--- src/hw/oag_pkg.sv ---
// Summary of operation
// - With wait states on, add two cycles per external data byte.
// - With wait states on, interrupt entry, call and return take four extra cycles.
// - Registers 26 to 31 form the three 16-bit pointer pairs.
// - Direct mode takes the full 16-bit address from the instruction.
// - Displacement mode: second or third pair plus displacement, 63 locations; the code also accepts the first pair as base.
// - Pre-decrement: decrement pointer first, use decremented value.
// - Post-increment: use old pointer value, then increment pointer.
// - Constant load: upper 15 bits of third pair are word address, LSB picks byte.
// - Single register mode: operand is register named by destination field.
// - Direct, indirect, displacement, pre-decrement and post-increment modes reach registers, I/O, internal and external memory.
package oag_pkg;

  // ------------------------------------------------------------------
  // Address map and constants
  // ------------------------------------------------------------------
  localparam int unsigned ADDR_W        = 16;
  localparam int unsigned REG_NUM_W     = 5;
  localparam int unsigned DISP_W        = 6;
  localparam logic [4:0]  PTR_BASE_REG  = 5'h1a;
  localparam logic [15:0] IO_BASE       = 16'h0020;
  localparam logic [15:0] SRAM_BASE     = 16'h0060;
  localparam logic [15:0] SRAM_LAST     = 16'h025f;
  localparam logic [2:0]  XMEM_WAIT_CYC = 3'h2;
  localparam logic [2:0]  FLOW_WAIT_CYC = 3'h4;
  localparam logic [15:0] PTR_RESET     = 16'h0000;

  typedef enum logic [2:0] {
    OAG_MODE_REG    = 3'b000,
    OAG_MODE_DIRECT = 3'b001,
    OAG_MODE_IND    = 3'b010,
    OAG_MODE_DISP   = 3'b011,
    OAG_MODE_PREDEC = 3'b100,
    OAG_MODE_POSTINC= 3'b101,
    OAG_MODE_CONST  = 3'b110,
    OAG_MODE_FLOW   = 3'b111
  } oag_mode_t;

  typedef enum logic [1:0] {
    OAG_PTR_X = 2'b00,
    OAG_PTR_Y = 2'b01,
    OAG_PTR_Z = 2'b10
  } oag_ptr_t;

  typedef enum logic [0:0] {
    OAG_ST_IDLE = 1'b0,
    OAG_ST_WAIT = 1'b1
  } oag_state_t;

endpackage : oag_pkg

--- src/hw/oag_top.sv ---
`timescale 1ns/1ps
`default_nettype none
module oag_top (
  input  wire logic                 core_clk,
  input  wire logic                 resetn,
  input  wire logic                 req_valid,
  input  wire oag_pkg::oag_mode_t   req_mode,
  input  wire oag_pkg::oag_ptr_t    req_ptr,
  input  wire logic [4:0]           req_dst,
  input  wire logic [15:0]          req_direct,
  input  wire logic [5:0]           req_disp,
  input  wire logic                 wait_states_en,
  input  wire logic                 ptr_wr_en,
  input  wire logic [1:0]           ptr_wr_sel,
  input  wire logic [15:0]          ptr_wr_data,
  output logic                      req_ready,
  output logic                      addr_valid,
  output logic [15:0]               data_addr,
  output logic [14:0]               prog_word_addr,
  output logic                      prog_high_byte,
  output logic                      prog_valid,
  output logic                      addr_is_reg,
  output logic                      addr_is_io,
  output logic                      addr_is_sram,
  output logic                      addr_is_ext,
  output logic [2:0]                extra_cycles,
  output logic [15:0]               ptr_x,
  output logic [15:0]               ptr_y,
  output logic [15:0]               ptr_z
);
  import oag_pkg::*;

  // ------------------------------------------------------------------
  // State
  // ------------------------------------------------------------------
  typedef struct packed {
    oag_state_t  st;
    logic [2:0]  wait_cnt;
    logic        addr_valid;
    logic [15:0] data_addr;
    logic        prog_valid;
    logic [14:0] prog_word;
    logic        prog_hi;
    logic [2:0]  extra;
    logic        is_reg;
    logic        is_io;
    logic        is_sram;
    logic        is_ext;
    logic [15:0] x_copy;
    logic [15:0] y_copy;
  } oag_state_s_t;

  oag_state_s_t s_q;
  oag_state_s_t s_d;

  logic [15:0] base;
  logic [15:0] zval;
  logic [15:0] pre_dec;
  logic [15:0] post_inc;
  logic [15:0] disp_addr;
  logic [15:0] eff;
  logic        upd_en;
  logic [15:0] upd_data;
  logic [1:0]  upd_sel;
  logic        accept;
  logic [2:0]  wait_need;
  logic        rgn_reg;
  logic        rgn_io;
  logic        rgn_sram;
  logic        rgn_ext;

  assign req_ready = (s_q.st == OAG_ST_IDLE);
  assign accept    = req_valid && req_ready;

  oag_ptr_file u_ptr (
    .core_clk (core_clk),
    .resetn   (resetn),
    .wr_en    (upd_en),
    .wr_sel   (upd_sel),
    .wr_data  (upd_data),
    .rd_sel   (req_ptr),
    .rd_data  (base),
    .z_data   (zval)
  );

  // ------------------------------------------------------------------
  // Address arithmetic
  // ------------------------------------------------------------------
  assign pre_dec   = base - 16'h0001;
  assign post_inc  = base + 16'h0001;
  assign disp_addr = base + {10'h000, req_disp};

  always_comb begin
    eff = base;
    case (req_mode)
      OAG_MODE_REG:     eff = {11'h000, req_dst};
      OAG_MODE_DIRECT:  eff = req_direct;
      OAG_MODE_IND:     eff = base;
      OAG_MODE_DISP:    eff = disp_addr;
      OAG_MODE_PREDEC:  eff = pre_dec;
      OAG_MODE_POSTINC: eff = base;
      default:          eff = base;
    endcase
  end

  // ------------------------------------------------------------------
  // Data space regions of the operand address
  // ------------------------------------------------------------------
  // Flags are registered with the address so they line up with addr_valid
  always_comb begin
    rgn_reg  = 1'b0;
    rgn_io   = 1'b0;
    rgn_sram = 1'b0;
    rgn_ext  = 1'b0;
    if (eff < IO_BASE) begin
      rgn_reg = 1'b1;
    end else if (eff < SRAM_BASE) begin
      rgn_io = 1'b1;
    end else if (eff <= SRAM_LAST) begin
      rgn_sram = 1'b1;
    end else begin
      rgn_ext = 1'b1;
    end
  end

  // ------------------------------------------------------------------
  // Wait-state demand of the request on the bus
  // ------------------------------------------------------------------
  // Register mode never reaches the external bus, whatever eff holds
  always_comb begin
    wait_need = 3'h0;
    if (wait_states_en) begin
      if (req_mode == OAG_MODE_FLOW) begin
        wait_need = FLOW_WAIT_CYC;
      end else if (req_mode != OAG_MODE_CONST && req_mode != OAG_MODE_REG && rgn_ext) begin
        wait_need = XMEM_WAIT_CYC;
      end
    end
  end

  // Core writes lose to auto-modify in the same cycle: the mode's write replaces a core write to any pair
  always_comb begin
    upd_en   = ptr_wr_en;
    upd_sel  = ptr_wr_sel;
    upd_data = ptr_wr_data;
    if (accept && req_mode == OAG_MODE_PREDEC && req_ptr != 2'h3) begin
      upd_en   = 1'b1;
      upd_sel  = req_ptr;
      upd_data = pre_dec;
    end else if (accept && req_mode == OAG_MODE_POSTINC && req_ptr != 2'h3) begin
      upd_en   = 1'b1;
      upd_sel  = req_ptr;
      upd_data = post_inc;
    end
  end

  // ------------------------------------------------------------------
  // Issue and wait-state sequencing
  // ------------------------------------------------------------------
  always_comb begin
    s_d            = s_q;
    s_d.addr_valid = 1'b0;
    s_d.prog_valid = 1'b0;
    // Copies follow every write the pointer file takes, so they never lag it
    if (upd_en && upd_sel == OAG_PTR_X) begin
      s_d.x_copy = upd_data;
    end
    if (upd_en && upd_sel == OAG_PTR_Y) begin
      s_d.y_copy = upd_data;
    end
    case (s_q.st)
      OAG_ST_IDLE: begin
        if (accept) begin
          s_d.extra = wait_need;
          if (req_mode == OAG_MODE_CONST) begin
            s_d.prog_word  = zval[15:1];
            s_d.prog_hi    = zval[0];
            s_d.prog_valid = 1'b1;
          end else if (req_mode != OAG_MODE_FLOW) begin
            s_d.data_addr  = eff;
            s_d.addr_valid = 1'b1;
            s_d.is_reg     = rgn_reg;
            s_d.is_io      = rgn_io;
            s_d.is_sram    = rgn_sram;
            s_d.is_ext     = rgn_ext;
          end
          if (wait_need != 3'h0) begin
            s_d.st       = OAG_ST_WAIT;
            s_d.wait_cnt = wait_need;
          end
        end
      end
      OAG_ST_WAIT: begin
        // Holds off the next request for the inserted cycles
        s_d.wait_cnt = s_q.wait_cnt - 3'h1;
        if (s_q.wait_cnt == 3'h1) begin
          s_d.st = OAG_ST_IDLE;
        end
      end
      default: s_d.st = OAG_ST_IDLE;
    endcase
  end

  always_ff @(posedge core_clk or negedge resetn) begin
    if (!resetn) begin
      s_q <= '0;
    end else begin
      s_q <= s_d;
    end
  end

  // ------------------------------------------------------------------
  // Outputs
  // ------------------------------------------------------------------
  assign addr_valid     = s_q.addr_valid;
  assign data_addr      = s_q.data_addr;
  assign prog_valid     = s_q.prog_valid;
  assign prog_word_addr = s_q.prog_word;
  assign prog_high_byte = s_q.prog_hi;
  assign extra_cycles   = s_q.extra;
  assign addr_is_reg    = s_q.is_reg;
  assign addr_is_io     = s_q.is_io;
  assign addr_is_sram   = s_q.is_sram;
  assign addr_is_ext    = s_q.is_ext;
  assign ptr_x          = s_q.x_copy;
  assign ptr_y          = s_q.y_copy;
  assign ptr_z          = zval;
endmodule : oag_top
`default_nettype wire

--- src/hw/oag_ptr_file.sv ---
`timescale 1ns/1ps
`default_nettype none
module oag_ptr_file (
  input  wire logic              core_clk,
  input  wire logic              resetn,
  input  wire logic              wr_en,
  input  wire logic [1:0]        wr_sel,
  input  wire logic [15:0]       wr_data,
  input  wire logic [1:0]        rd_sel,
  output logic      [15:0]       rd_data,
  output logic      [15:0]       z_data
);
  import oag_pkg::*;

  typedef struct packed {
    logic [2:0][15:0] ptr;
  } oag_pf_state_t;

  oag_pf_state_t s_q;
  oag_pf_state_t s_d;

  // ------------------------------------------------------------------
  // Three pairs, registers 26..31, low byte at even number
  // ------------------------------------------------------------------
  always_comb begin
    s_d = s_q;
    if (wr_en && wr_sel != 2'h3) begin
      s_d.ptr[wr_sel] = wr_data;
    end
  end

  always_ff @(posedge core_clk or negedge resetn) begin
    if (!resetn) begin
      s_q <= '0;
    end else begin
      s_q <= s_d;
    end
  end

  assign rd_data = (rd_sel == 2'h3) ? PTR_RESET : s_q.ptr[rd_sel];
  assign z_data  = s_q.ptr[OAG_PTR_Z];
endmodule : oag_ptr_file
`default_nettype wire

--- config.mk ---
export PLATFORM = sky130hd
export DESIGN_NAME = oag_top
export DESIGN_NICKNAME = d
export VERILOG_FILES = /design/src/hw/oag_pkg.sv /design/src/hw/oag_top.sv /design/src/hw/oag_ptr_file.sv
export SDC_FILE = /design/constraint.sdc
export NUM_CORES = 1
export LEC_CHECK = 0
export BUFFER_PORTS_ARGS = -buffer_cell sky130_fd_sc_hd__buf_2
export CORE_MARGIN = 4
export CORE_UTILIZATION = 60
export CTS_BUF_LIST = sky130_fd_sc_hd__clkbuf_4
export CTS_CLUSTER_DIAMETER = 100
export DETAILED_ROUTE_END_ITERATION = 12
export PLACE_DENSITY = 0.92
export RECOVER_POWER = 25
export SLEW_MARGIN = 20
export SYNTH_ARGS = -nofsm -noshare
export SYNTH_HDL_FRONTEND = slang
export SYNTH_HIERARCHICAL = 1
export SYNTH_SLANG_ARGS = --single-unit
export TNS_END_PERCENT = 20
--- constraint.sdc ---
create_clock -name core_clk -period 4.9 [get_ports core_clk]
set_input_delay 0.98 -clock core_clk [delete_from_list [all_inputs] [get_ports core_clk]]
set_output_delay 0.98 -clock core_clk [all_outputs]
set_load 0.01 [all_outputs]
== Yosys cells after proc, flatten, opt, wreduce, memory -nomap -nowiden ==
Index checks and enable logic that the tools add are counted.
Word-level totals
  register bits after elaboration: 125
  bits of input ports: 55
  output and inout port bits: 90
  logic and storage cells: 98
Cells by class
  $add $sub $neg: 4
  order comparisons: 6
  eq/ne operators: 15
  multiplexer cells: 35
  bitwise gates (word level): 2
  reduce and logical (&&, ||, !) cells: 19
Operators by type and width (number)
  2-to-1 mux 16 bit: 5
  one-hot mux 16 bit (4 select lines): 1
  2-to-1 mux 17 bit: 3
  bitwise mux 48 bit: 1
  2-to-1 mux 45 bit: 1
  2-to-1 mux 41 bit: 1
  binary-select mux 16 bit (select 2 bit): 1
  demux 16 bit (select 2 bit): 1
  adder 16 x 1 -> 16 bit (second input constant): 1
  adder 16 x 6 -> 16 bit: 1
  <= comparator 16 x 10 -> 1 bit (second input constant): 1
  less-than comparator 16 x 6 -> 1 bit (second input constant): 1
  less-than comparator 16 x 7 -> 1 bit (second input constant): 1
  subtractor 16 x 1 -> 16 bit (second input constant): 1
  == test 3 bit (second input constant): 4
  2-to-1 mux 1 bit: 12
  2-to-1 mux 4 bit: 3
  logical AND 1 bit: 11
  one-hot mux 4 bit (2 select lines): 1
  == test 3 x 1 -> 1 bit (second input constant): 2
  less-than comparator 2 x 3 -> 1 bit (second input constant): 2
  2-to-1 mux 2 bit: 3
  2-to-1 mux 3 bit: 2
  inequality test 3 bit (second input constant): 2
  other kinds (14): 19

== Longest topological paths before layout ==
Gate-level depths: netlist (run 1).
  word-level depth: 17
  gate-level depth with buffers: 16
  depth with buffers taken out: 13

== Cells and area by module ==
Netlist (run 1), hierarchy kept.
By module, submodules not included
  oag_top: instances 1, cells each 633, area an instance 5675.4 µm², sequential area each 1901.8 µm²
  oag_ptr_file: instances 1, cells each 157, area an instance 2273.4 µm², sequential area each 1201.2 µm²

== Worst setup path before layout (run 1) ==
Ideal clock, no wire load.
  path type: in2reg
  start: input req_ptr[1]
  end: register s_q[73] in the netlist's numbering
  setup time: 0.124 ns
  data arrival time: 4.124 ns
  required time: 4.776 ns
  setup slack: 0.653 ns
  cell stages on the path: 13
  path buffers: 1
  path through: buf_2 > mux2i_1 > o2bb2ai_1 > inv_1 > fa_1 > nor2b_1 > o2111ai_1 > and3b_1 > o311a_1 > or3_1 > a31oi_2 > o31ai_4 > a211o_1
Between the ends
  cells in the longest elaborated chain, start to end: 16
  elaborated cells on any way between the ends: 20
  classes of those cells: add/sub (2); order compare (3); eq/ne (2); mux (10); reduce/logical (3)
Ends and longest elaborated chain
  from (decl): RTL line oag_top.sv:8  | input wire oag_pkg::oag_ptr_t req_ptr,
  binary-select mux 16 bit (select 2 bit): RTL line oag_ptr_file.sv:40  | assign rd_data = (rd_sel == 2'h3) ? PTR_RESET : s_q.ptr[rd_sel];
  2-to-1 mux 16 bit (implied by the code): RTL line oag_ptr_file.sv:40
  2-to-1 mux 16 bit (*): RTL line oag_ptr_file.sv:40
  via base[1]: RTL line oag_top.sv:56  | logic [15:0] base;
  subtractor 16 x 1 -> 16 bit / adder 16 x 6 -> 16 bit (equally long branches): RTL line oag_top.sv:89, oag_top.sv:91
  one-hot mux 16 bit (4 select lines) (*): RTL line oag_top.sv:95  | case (req_mode)
  <= comparator 16 x 10 -> 1 bit: RTL line oag_top.sv:119  | end else if (eff <= SRAM_LAST) begin
  2-to-1 mux 1 bit: RTL line oag_top.sv:119
  2-to-1 mux 1 bit: RTL line oag_top.sv:117  | end else if (eff < SRAM_BASE) begin
  2-to-1 mux 1 bit (*): RTL line oag_top.sv:115  | if (eff < IO_BASE) begin
  logical AND 1 bit (*): RTL line oag_top.sv:135  | end else if (req_mode != OAG_MODE_CONST && req_mode != OAG_MODE_REG && rgn_ext) begin
  2-to-1 mux 2 bit (*): RTL line oag_top.sv:135
  2-to-1 mux 3 bit (*): RTL line oag_top.sv:133  | if (req_mode == OAG_MODE_FLOW) begin
  2-to-1 mux 3 bit (*): RTL line oag_top.sv:132  | if (wait_states_en) begin
  nonzero test 3 bit (*): RTL line oag_top.sv:187  | if (wait_need != 3'h0) begin
  inequality test 2 x 1 -> 1 bit (no source line) (*)
  AND reduction 2 bit (no source line) (*)
  to (signal assigned): RTL line oag_top.sv:206  | s_q <= '0;
  to (signal assigned): RTL line oag_top.sv:208  | s_q <= s_d;
  to (decl): RTL line oag_top.sv:53  | oag_state_s_t s_q;
The timed path passes the listed nets; every way through them passes the cells marked *. The select of a mux whose other input is x is not followed.
A chain may end at the register's enable or synchronous reset.

== Worst setup path after layout (run 1) ==
  start: input req_ptr[1]
  end: register s_q[75] in the netlist's numbering
Same word-level chain as after synthesis.

==> results of run 1 <==
-- cells by family after synthesis --
| kind of cell | count (synthesis) | synth area share [%] |
|---|---|---|
| adder cells (fa/ha/maj) | 11 | 1.83 |
| XOR/XNOR | 9 | 0.992 |
| flip-flops | 124 | 39.0 |
| other | 1 | 0.0472 |
| AO/OA/AOI/OAI | 205 | 19.3 |
| AND/OR/NAND/NOR | 176 | 11.7 |
| buffers and inverters | 153 | 11.7 |
| multiplexers | 111 | 15.4 |
-- area by class of cell --
cell class	instances	area (um2)	area share [%]
well taps	172	215	2.49
clock inverters	14	190	2.20
clock buffers	18	135	1.57
flip-flops and latches	124	3100	35.9
diodes	1	2.50	0.0290
repair buffers	181	997	11.6
inverters	19	71.3	0.826
multi-input cells	513	3920	45.4
-- worst max-delay path by stage --
stage | from | end
floorplan | req_ptr[1] | s_q[73]
global placement | req_ptr[1] | s_q[75]
detailed placement | req_ptr[1] | addr_is_sram
CTS | req_ptr[1] | s_q[75]
global route | resetn | addr_is_ext
finish | req_ptr[1] | s_q[75]
-- cells in the final DEF (no fill, tap or decap), types with 4 or more instances in the layout --
cell	netlist	routed
a211o_1	6	6
a211oi_1	5	5
a21o_1	7	7
a21oi_1	34	34
a221o_1	9	9
a22o_1	4	4
a22oi_1	10	10
a31oi_1	8	8
and3_1	12	12
buf_2	14	142
buf_4	83	37
bufinv_16	0	4
clkbuf_4	1	18
dfrtp_1	124	124
ha_1	10	10
inv_1	18	18
mux2_1	24	24
mux2_2	66	66
mux2i_1	21	21
nand2_1	59	59
nand2b_1	7	7
nand3_1	12	12
nand4_1	6	6
nor2_1	28	28
nor2b_1	6	6
nor3_1	11	10
nor4_1	9	9
o211ai_1	5	5
o21ai_0	15	15
o21ai_1	17	17
o221ai_1	5	5
o22ai_1	13	13
o2bb2ai_1	16	16
o31a_1	4	4
o31ai_1	9	9
or3_1	6	6
xor2_1	7	7
-- power groups by stage --
| stage | logic (mW) | clock network (mW) | registers, mW |
|---|---|---|---|
| finish | 1.92 | 0.832 | 1.70 |
| floorplan | 1.63 | 0 | 1.62 |
| global route | 2.09 | 0.891 | 1.74 |
| global placement | 1.84 | 0 | 1.68 |
| CTS | 1.91 | 0.838 | 1.69 |
| detailed placement | 1.89 | 0 | 1.71 |
-- metrics by stage --
step	setup WS (ps)	std cells	total power, mW	area, um2
after floorplan	653	790	3.25	7950
after global placement	444	1009	3.51	8310
after detailed placement	360	1009	3.60	8310
after CTS	962	1041	4.44	8640
after global routing	471	1042	4.72	8630
final	868	1042	4.45	8630
-- metal layers --
layer | wire (um) | GRT usage [%] | vias up
met5 | 0 | 0 | -
met4 | 732 | 12.0 | 0
met3 | 1850 | 5.44 | 79
met2 | 10400 | 47.1 | 389
met1 | 8830 | 40.1 | 3249
li1 | - | - | 2990
-- worst min-delay path, stage by stage (launching register included) --
cell and delay [ps]:
dfrtp_1 350, nand2_1 50, o31ai_1 60
==> run summary, run 1 <==
CP peak stage delay - 630 ps
CP Depth - 13
Fin crit share - 82.3%
Core Box Area - 12,800 um2
Synth cell count leaders - dfrtp_1 (124), buf_4 (83), mux2_2 (66)
Skew-Pair Late Insertion Delay - 560 ps
CTS resizes - 0
Critical Path End Type - flop
I/O Pins - 145
Tot GR Track Use - 29.6%
PortBufs - 143
RSZ-0062 raised after global routing - false
Worst min-delay path class - flop to flop
Biggest register - u_ptr/s_q
Slowest-stage cell, CP - nor4_1
Number of core rows - 41
Clock power frac - 18.7%
Reg2reg end - s_q[75]
R2R cell count - 14
Syn nets - 856
P_int - 2.68 mW
Largest net degree at the start of global routing - 68
CP dominant cell by count - buf_4
Initial cell density of the core - 62.2%
Outcome - finished, violations left
Drt via density - 6.44
Combinational power share - 43.1%
Async set-reset flop share out of synthesis - 100%
Flip-flop and latch count after synthesis - 124
Post-route minimum period - 4030 ps
CTS max path bufs - 2
Layout cells sized above 1 - 34.8%
Relative slew margins - -133%
Final Slew Violations - 68
First-pass GRT wire length - 34,500 um
Switching pwr - 1.77 mW
Total wire length - 21,800 um
Area of the die - 15,200 um2
Sequential power share - 38.2%
H-tree levels - 4
Antenna-violating nets left - 0
Hold Path Depth - 2
Leading post-synthesis cells by cell area - dfrtp_1 (39%), mux2_2 (9.3%), buf_4 (7.8%), mux2_1 (3.4%), nand2_1 (2.8%)
Clock-pin slew on the worst setup and hold paths - 110 ps
Clk_skew - 12.1 ps
CP bufs+invs - 3
Pwr dens - 515 nW/um2
Gr ovfl total - 0
Crit start category - input port
Flip-flop count of the largest register after layout - 32
Top-count cell post-synth - dfrtp_1
Crit Path Max Fanout - 13
Wire per inst - 20.9 um
Crit path cell chain - buf_2 > buf_4 > mux2i_1 > o2bb2ai_1 > buf_4 > nor4_1 > nand4b_1 > xnor2_1 > a2111oi_0 > a211o_1 > o211ai_2 > o31ai_4 > o221a_1
Setup-violating endpoint count in the final report - 0
Height of the die - 123 um
YS warnings - 6
DRC Markers - 0
Synth Flop Type - dfrtp_1
Clk sink count - 124
Post-Syn Instances - 790
Final Hold Fails - 0
Post-route setup TNS - 0 ps
Max cap viols - 1
Hold Slack - 487 ps
Detailed Place HPWL - 16,100 um
Yosys top cell area share - 39.0%
Fmax - 248 MHz
Slew of the pin with the lowest slew margin - 3500 ps
Failing checks - max-capacitance violations, max-slew violations
Hold Path End - addr_is_io
Synth-to-Final Area Change - 8.59%
Crit path kind - input port to flop
Root Buffer - clkbuf_4
Number of global-route vias before repair - 6,401
Fillers - 958
First-pass DRT Iterations - 5
# hold bufs at CTS - 0
Worst ir drop on vdd - 0.248 mV
GPL Wtd Cong - 0.997
Leading area contributor after synthesis - dfrtp_1
Worst Path Required - 5400 ps
CTS tree - built
Average instance area after synthesis - 10.1 um2
Worst Path Arrival - 4530 ps
Setup bufs post-CTS - 0
LEAKAGE - 3.91 nW
Final net count - 922
Routed vias - 6,707
Hold Path Origin - addr_is_io
Iteration-0 DRC Markers - 830
RR Startpoint - u_ptr/z_data[0]
Net Sw Frac - 39.7%
Reg2reg setup slack - 1300 ps
Antenna violations before repair - 1
Cts bufs inserted - 17
Die Width - 123 um
Worst path top cell family by delay - compound AO/OA/AOI/OAI gates
Library cells used by synthesis - 88
Post-Synthesis Cell Area - 7950 um2
Sequential area share after synthesis - 39.0%
Post-synth EDFFs - 0
Post-layout util - 67.6%
No activity file was read; power rests on OpenSTA's default activity.
==> run 2: changes to the inputs <==
Settings changed: CORE_UTILIZATION 60 to 58, PLACE_DENSITY 0.92 to 0.9.
Clock period 4.9 ns to 4.1 ns, I/O delays scaled along.
==> run 2 against run 1 <==
- the flow still finishes with violations (max-capacitance violations, max-slew violations)
- core utilization shrank 0.43 points
- combinational power up 28%
- via count up 2.5%
- clock-buffer cell count is 1 higher
- hold slack lost 4.1 ps
- clock power down 3.1%
- critical path depth is the same
- non-clock buffer count is 50 higher
- routed wire length increased by 1.8%
- cell count increased by 5.2%
- global-route usage fell by 1.5 points
- largest power group unchanged
- highest routed layer unchanged
==> run summary, run 2 (synthesis gave the netlist of run 1 again) <==
Critical Path Source - req_ptr[1] (unchanged)
LEAKAGE - 4.12 nW (was 3.91 nW)
Routed vias - 6,877 (was 6,707)
Total wire length - 22,200 um (was 21,800 um)
Antenna-violating nets left - 0 (unchanged)
Post-route setup TNS - 0 ps (unchanged)
# hold bufs at CTS - 0 (unchanged)
Crit start category - input port (unchanged)
Height of the die - 125 um (was 123 um)
Leading cell type in the layout, fill and taps excluded - buf_2 (unchanged)
Hold Path Origin - data_addr[15] (was addr_is_io)
RSZ-0062 raised after global routing - false (unchanged)
Core Box Area - 13,300 um2 (was 12,800 um2)
Root Buffer - clkbuf_4 (unchanged)
Final Slew Violations - 52 (was 68)
Wire per inst - 20.3 um (was 20.9 um)
Gr ovfl total - 0 (unchanged)
Crit Path Max Fanout - 12 (was 13)
Most frequent cells in the layout - buf_2 (142), dfrtp_1 (124), buf_4 (87) (was buf_2 (142), dfrtp_1 (124), mux2_2 (66))
Crit path cell chain - buf_2 > buf_4 > mux2i_1 > o2bb2ai_1 > or4_4 > nor4_2 > mux2i_1 > a221o_1 > a31oi_4 > o311ai_4 > o31ai_4 > buf_4 > o21ai_1 (was buf_2 > buf_4 > mux2i_1 > o2bb2ai_1 > buf_4 > nor4_1 > nand4b_1 > xnor2_1 > a2111oi_0 > a211o_1 > o211ai_2 > o31ai_4 > o221a_1)
Pwr dens - 591 nW/um2 (was 515 nW/um2)
Clk sink count - 124 (unchanged)
GPL Wtd Cong - 0.970 (was 0.997)
Detailed Place HPWL - 17,000 um (was 16,100 um)
Largest net degree at the start of global routing - 74 (was 68)
Placed cell areas - 8700 um2 (was 8310 um2)
CTS resizes - 0 (unchanged)
First-pass DRT Iterations - 6 (was 5)
Flip-flop count of the largest register after layout - 32 (unchanged)
Area of the die - 15,600 um2 (was 15,200 um2)
Number of global-route vias before repair - 6,640 (was 6,401)
Setup bufs post-CTS - 0 (unchanged)
Die Width - 125 um (was 123 um)
Number of core rows - 42 (was 41)
Clk_skew - 22.2 ps (was 12.1 ps)
CTS max path bufs - 2 (unchanged)
Final net count - 972 (was 922)
Final Hold Fails - 0 (unchanged)
Antenna violations before repair - 1 (unchanged)
Cts bufs inserted - 17 (unchanged)
Post-layout util - 67.1% (was 67.6%)
Relative slew margins - -89.4% (was -133%)
Worst ir drop on vdd - 0.224 mV (was 0.248 mV)
Setup-violating endpoint count in the final report - 0 (unchanged)
Fin area - 8960 um2 (was 8630 um2)
Biggest register - u_ptr/s_q (unchanged)
Outcome - finished, violations left (unchanged)
Hold Slack - 483 ps (was 487 ps)
Drt via density - 6.27 (was 6.44)
Slew of the pin with the lowest slew margin - 2840 ps (was 3500 ps)
Failing checks - max-capacitance violations, max-slew violations (unchanged)
First-pass GRT wire length - 35,400 um (was 34,500 um)
PortBufs - 143 (unchanged)
Layout cells sized above 1 - 38.4% (was 34.8%)
Skew-Pair Late Insertion Delay - 560 ps (about the same)
Worst Path Required - 4540 ps (was 5400 ps)
Max cap viols - 1 (unchanged)
DRC Markers - 0 (unchanged)
I/O Pins - 145 (unchanged)
Fmax - 268 MHz
Post-route minimum period - 3730 ps
H-tree levels - 4 (unchanged)
Fin crit share - 91.1%
Synth-to-Final Area Change - 12.7% (was 8.59%)
CTS tree - built (unchanged)
Worst min-delay path class - flop to flop (unchanged)
Tot GR Track Use - 28.1% (was 29.6%)
RR Startpoint - u_ptr/z_data[0] (unchanged)
Clock-pin slew on the worst setup and hold paths - 100 ps (was 110 ps)
Iteration-0 DRC Markers - 723 (was 830)
Slowest-stage cell, CP - or4_4 (was nor4_1)
Critical Path End Type - flop (unchanged)
Crit path kind - input port to flop (unchanged)
Initial cell density of the core - 59.6% (was 62.2%)
CP peak stage delay - 640 ps (was 630 ps)
Worst Path Arrival - 4170 ps (was 4530 ps)
run 2: final cells by class:
class	instances	area, um2
clock buffer	19	143
clock inverter	13	118
inverter	19	71.3
multi-input combinational	513	3920
sequential	124	3100
tap	176	220
antenna	1	2.50
timing repair buffer	231	1390
fill	1019	4390
run 2: per-layer routing:
layer,vias up,GRT usage [%],share of wire (%)
li1,3093,-,-
met1,3359,37.4,41
met2,357,45.6,48
met3,68,5.84,7.7
met4,0,10.8,3.4
met5,-,0,0
run 2: worst paths after layout:
check                                  end  cells past startpoint  slack (ps)
hold reg to reg              data_addr[15]                      2         480
setup / recovery           extra_cycles[1]                     13         370
setup reg to reg           extra_cycles[1]                     15         560
hold / removal               data_addr[15]                      2         480
max in group asynchronous         ptr_y[0]                      1        1310
min in group asynchronous     data_addr[8]                      1        1160
run 2: critical path: cells and delay by family:
family	cells	cell delay, ps
compound gates	6	1260
buf+inv	3	690
mux	2	380
simple gates	2	1020
run 2: power by group:
part	internal [mW]	switching, mW	total, mW
logic	1.13	1.33	2.46
registers	1.71	0.316	2.03
clock network	0.315	0.490	0.806
run 2: through the flow:
stage | setup WS (ps) | total power, mW | instances
floorplan | 12.5 | 3.89 | 790
global placement | 7.84 | 4.37 | 1063
detailed placement | -135 | 4.48 | 1063
CTS | 462 | 5.29 | 1095
global route | 170 | 5.62 | 1096
finish | 366 | 5.29 | 1096
==> run 3: changes to the inputs <==
Settings changed: CORE_UTILIZATION 58 to 53, PLACE_DENSITY 0.9 to 0.87.
Clock period 4.1 ns to 3 ns, I/O delays scaled along.
==> run 3 against run 2 <==
- the run ends with negative setup slack left
- critical path depth decreased by 2
- non-clock buffer count grew 101
- sequential power increased by 37%
- register-to-register slack got worse by 840 ps
- design area rose by 15%
- sequential share of layout area decreased by 4.4 points
- first-iteration DRC count increased by 13%
- routed wire length is 18% higher
- global-route usage increased by 1.9 points
- power increased by 56%
- critical path type is now flop to flop
- highest routed layer unchanged
==> run summary, run 3 (synthesis gave the netlist of run 1 again) <==
Outcome - finished, violations left (unchanged)
Failing checks - negative setup slack (was max-capacitance violations, max-slew violations)
Largest net degree at the start of global routing - 58 (was 74)
LEAKAGE - 4.75 nW (was 4.12 nW)
Core Box Area - 14,600 um2 (was 13,300 um2)
Worst Path Required - 3490 ps (was 4540 ps)
Crit Path Max Fanout - 5 (was 12)
Crit start category - flop (was input port)
Clock-pin slew on the worst setup and hold paths - 130 ps (was 100 ps)
Tot GR Track Use - 30.1% (was 28.1%)
PortBufs - 143 (unchanged)
I/O Pins - 145 (unchanged)
Detail Route met3 WL - 2000 um (was 1700 um)
RSZ-0062 raised after global routing - true (was false)
Clk sink count - 124 (unchanged)
Pwr dens - 806 nW/um2 (was 591 nW/um2)
Top Layer Used - met4 (unchanged)
Wire per inst - 21.8 um (was 20.3 um)
Worst ir drop on vdd - 0.378 mV (was 0.224 mV)
Final net count - 1,074 (was 972)
Cts bufs inserted - 17 (unchanged)
Total wire length - 26,300 um (was 22,200 um)
Final Hold Fails - 0 (unchanged)
Fmax - 305 MHz
Max cap viols - 0 (was 1)
Routed vias - 7,510 (was 6,877)
Crit path kind - flop to flop (was input port to flop)
Skew-Pair Late Insertion Delay - 580 ps (was 560 ps)
Setup-violating endpoint count in the final report - 9 (was 0)
Number of global-route vias before repair - 7,455 (was 6,640)
GPL Wtd Cong - 0.958 (was 0.970)
Total Power - 8.27 mW (was 5.29 mW)
Hold Slack - 312 ps (was 483 ps)
Flip-flop count of the largest register after layout - 32 (unchanged)
H-tree levels - 4 (unchanged)
First-pass DRT Iterations - 6 (unchanged)
Height of the die - 130 um (was 125 um)
Leading cell type in the layout, fill and taps excluded - buf_4 (was buf_2)
Fin crit share - 109%
Initial cell density of the core - 54.5% (was 59.6%)
Drt via density - 6.23 (was 6.27)
DRC Markers - 0 (unchanged)
Relative slew margins - 8.60% (was -89.4%)
First-pass GRT wire length - 39,600 um (was 35,400 um)
Worst min-delay path class - input port to async pin (was flop to flop)
Iteration-0 DRC Markers - 816 (was 723)
Critical Path End Type - flop (unchanged)
Antenna violations before repair - 0 (was 1)
Final WS setup - -282 ps (was 366 ps)
Post-route minimum period - 3280 ps
Worst Path Arrival - 3770 ps (was 4170 ps)
Slew of the pin with the lowest slew margin - 1370 ps (was 2840 ps)
Die Width - 130 um (was 125 um)
Most frequent cells in the layout - buf_4 (173), buf_2 (142), dfrtp_1 (124) (was buf_2 (142), dfrtp_1 (124), buf_4 (87))
CTS tree - built (unchanged)
Metal-1 WL - 10,400 um (was 9100 um)
Layout cells sized above 1 - 49.3% (was 38.4%)
Gr ovfl total - 0 (unchanged)
# hold bufs at CTS - 0 (unchanged)
Clk_skew - 23.0 ps (was 22.2 ps)
Detailed Place HPWL - 18,700 um (was 17,000 um)
Biggest register - u_ptr/s_q (unchanged)
Number of core rows - 44 (was 42)
Post-route setup TNS - -1960 ps (was 0 ps)
R2R cell count - 11 (was 15)
Final Slew Violations - 0 (was 52)
CTS max path bufs - 2 (unchanged)
Antenna-violating nets left - 0 (unchanged)
Synth-to-Final Area Change - 29.2% (was 12.7%)
WL met2 - 12,900 um (was 10,700 um)
Area of the die - 17,000 um2 (was 15,600 um2)
Root Buffer - clkbuf_4 (unchanged)
Fillers - 1,032 (was 1,019)
run 3: through the flow:
step,cells,area (um2),util (%),worst slack [ps]
after floorplan,790,8060,-,-494
after global routing,1205,10300,70.4,-399
after global placement,1158,9550,65.4,-841
after CTS,1201,10100,69.4,-170
after detailed placement,1158,9550,65.4,-912
final,1206,10300,70.4,-282
run 3: area by class of cell:
cell class              instances  area (um2)  area share, %
multi-input cells             514        4290           41.8
inverters                      19        71.3          0.695
flip-flops and latches        124        3100           30.2
clock inverters                13         165           1.61
diodes                          1        2.50         0.0244
repair buffers                332        2260           22.0
well taps                     184         230           2.24
clock buffers                  19         143           1.39
run 3: final timing paths:
path | from | endpoint | slack, ps
worst max-delay path | u_ptr/z_data[5] | addr_is_io | -280
worst min-delay path | resetn | ptr_y[15] | 310
worst max register to register | u_ptr/z_data[5] | addr_is_io | -280
worst min register to register | ptr_y[0] | ptr_y[0] | 490
max in group asynchronous | resetn | ptr_y[12] | 670
min in group core_clk | req_valid | s_q[74] | 350
run 3: repair_timing:
| action | CTS | global route |
|---|---|---|
| gates cloned | 1 | 0 |
| endpoints found under the hold margin | 0 | 0 |
| pin swaps | 24 | 11 |
| setup endpoints to repair | 9 | 27 |
| gates resized for setup | 32 | 26 |
| setup buffers | 10 | 4 |
run 3: worst max-delay path: stages, from the launching register on:
cell,delay (ps)
dfrtp_1,440
mux2i_2,230
o2bb2ai_2,130
buf_6,140
or4_4,580
o31a_1,320
o31ai_2,260
and2_1,170
a221o_1,220
o311ai_4,160
or2_4,320
o31ai_2,210
run 3: layer usage:
metal	vias to the layer above	track usage, %
met2	442	49.8
li1	3299	-
met4	0	11.9
met1	3658	38.9
met3	111	6.06
met5	-	0
run 3: power by group:
group	total (mW)	switching (mW)	internal (mW)
combinational	4.17	2.17	2.00
sequential	2.78	0.444	2.34
clock	1.32	0.715	0.600
total	8.27	3.33	4.94
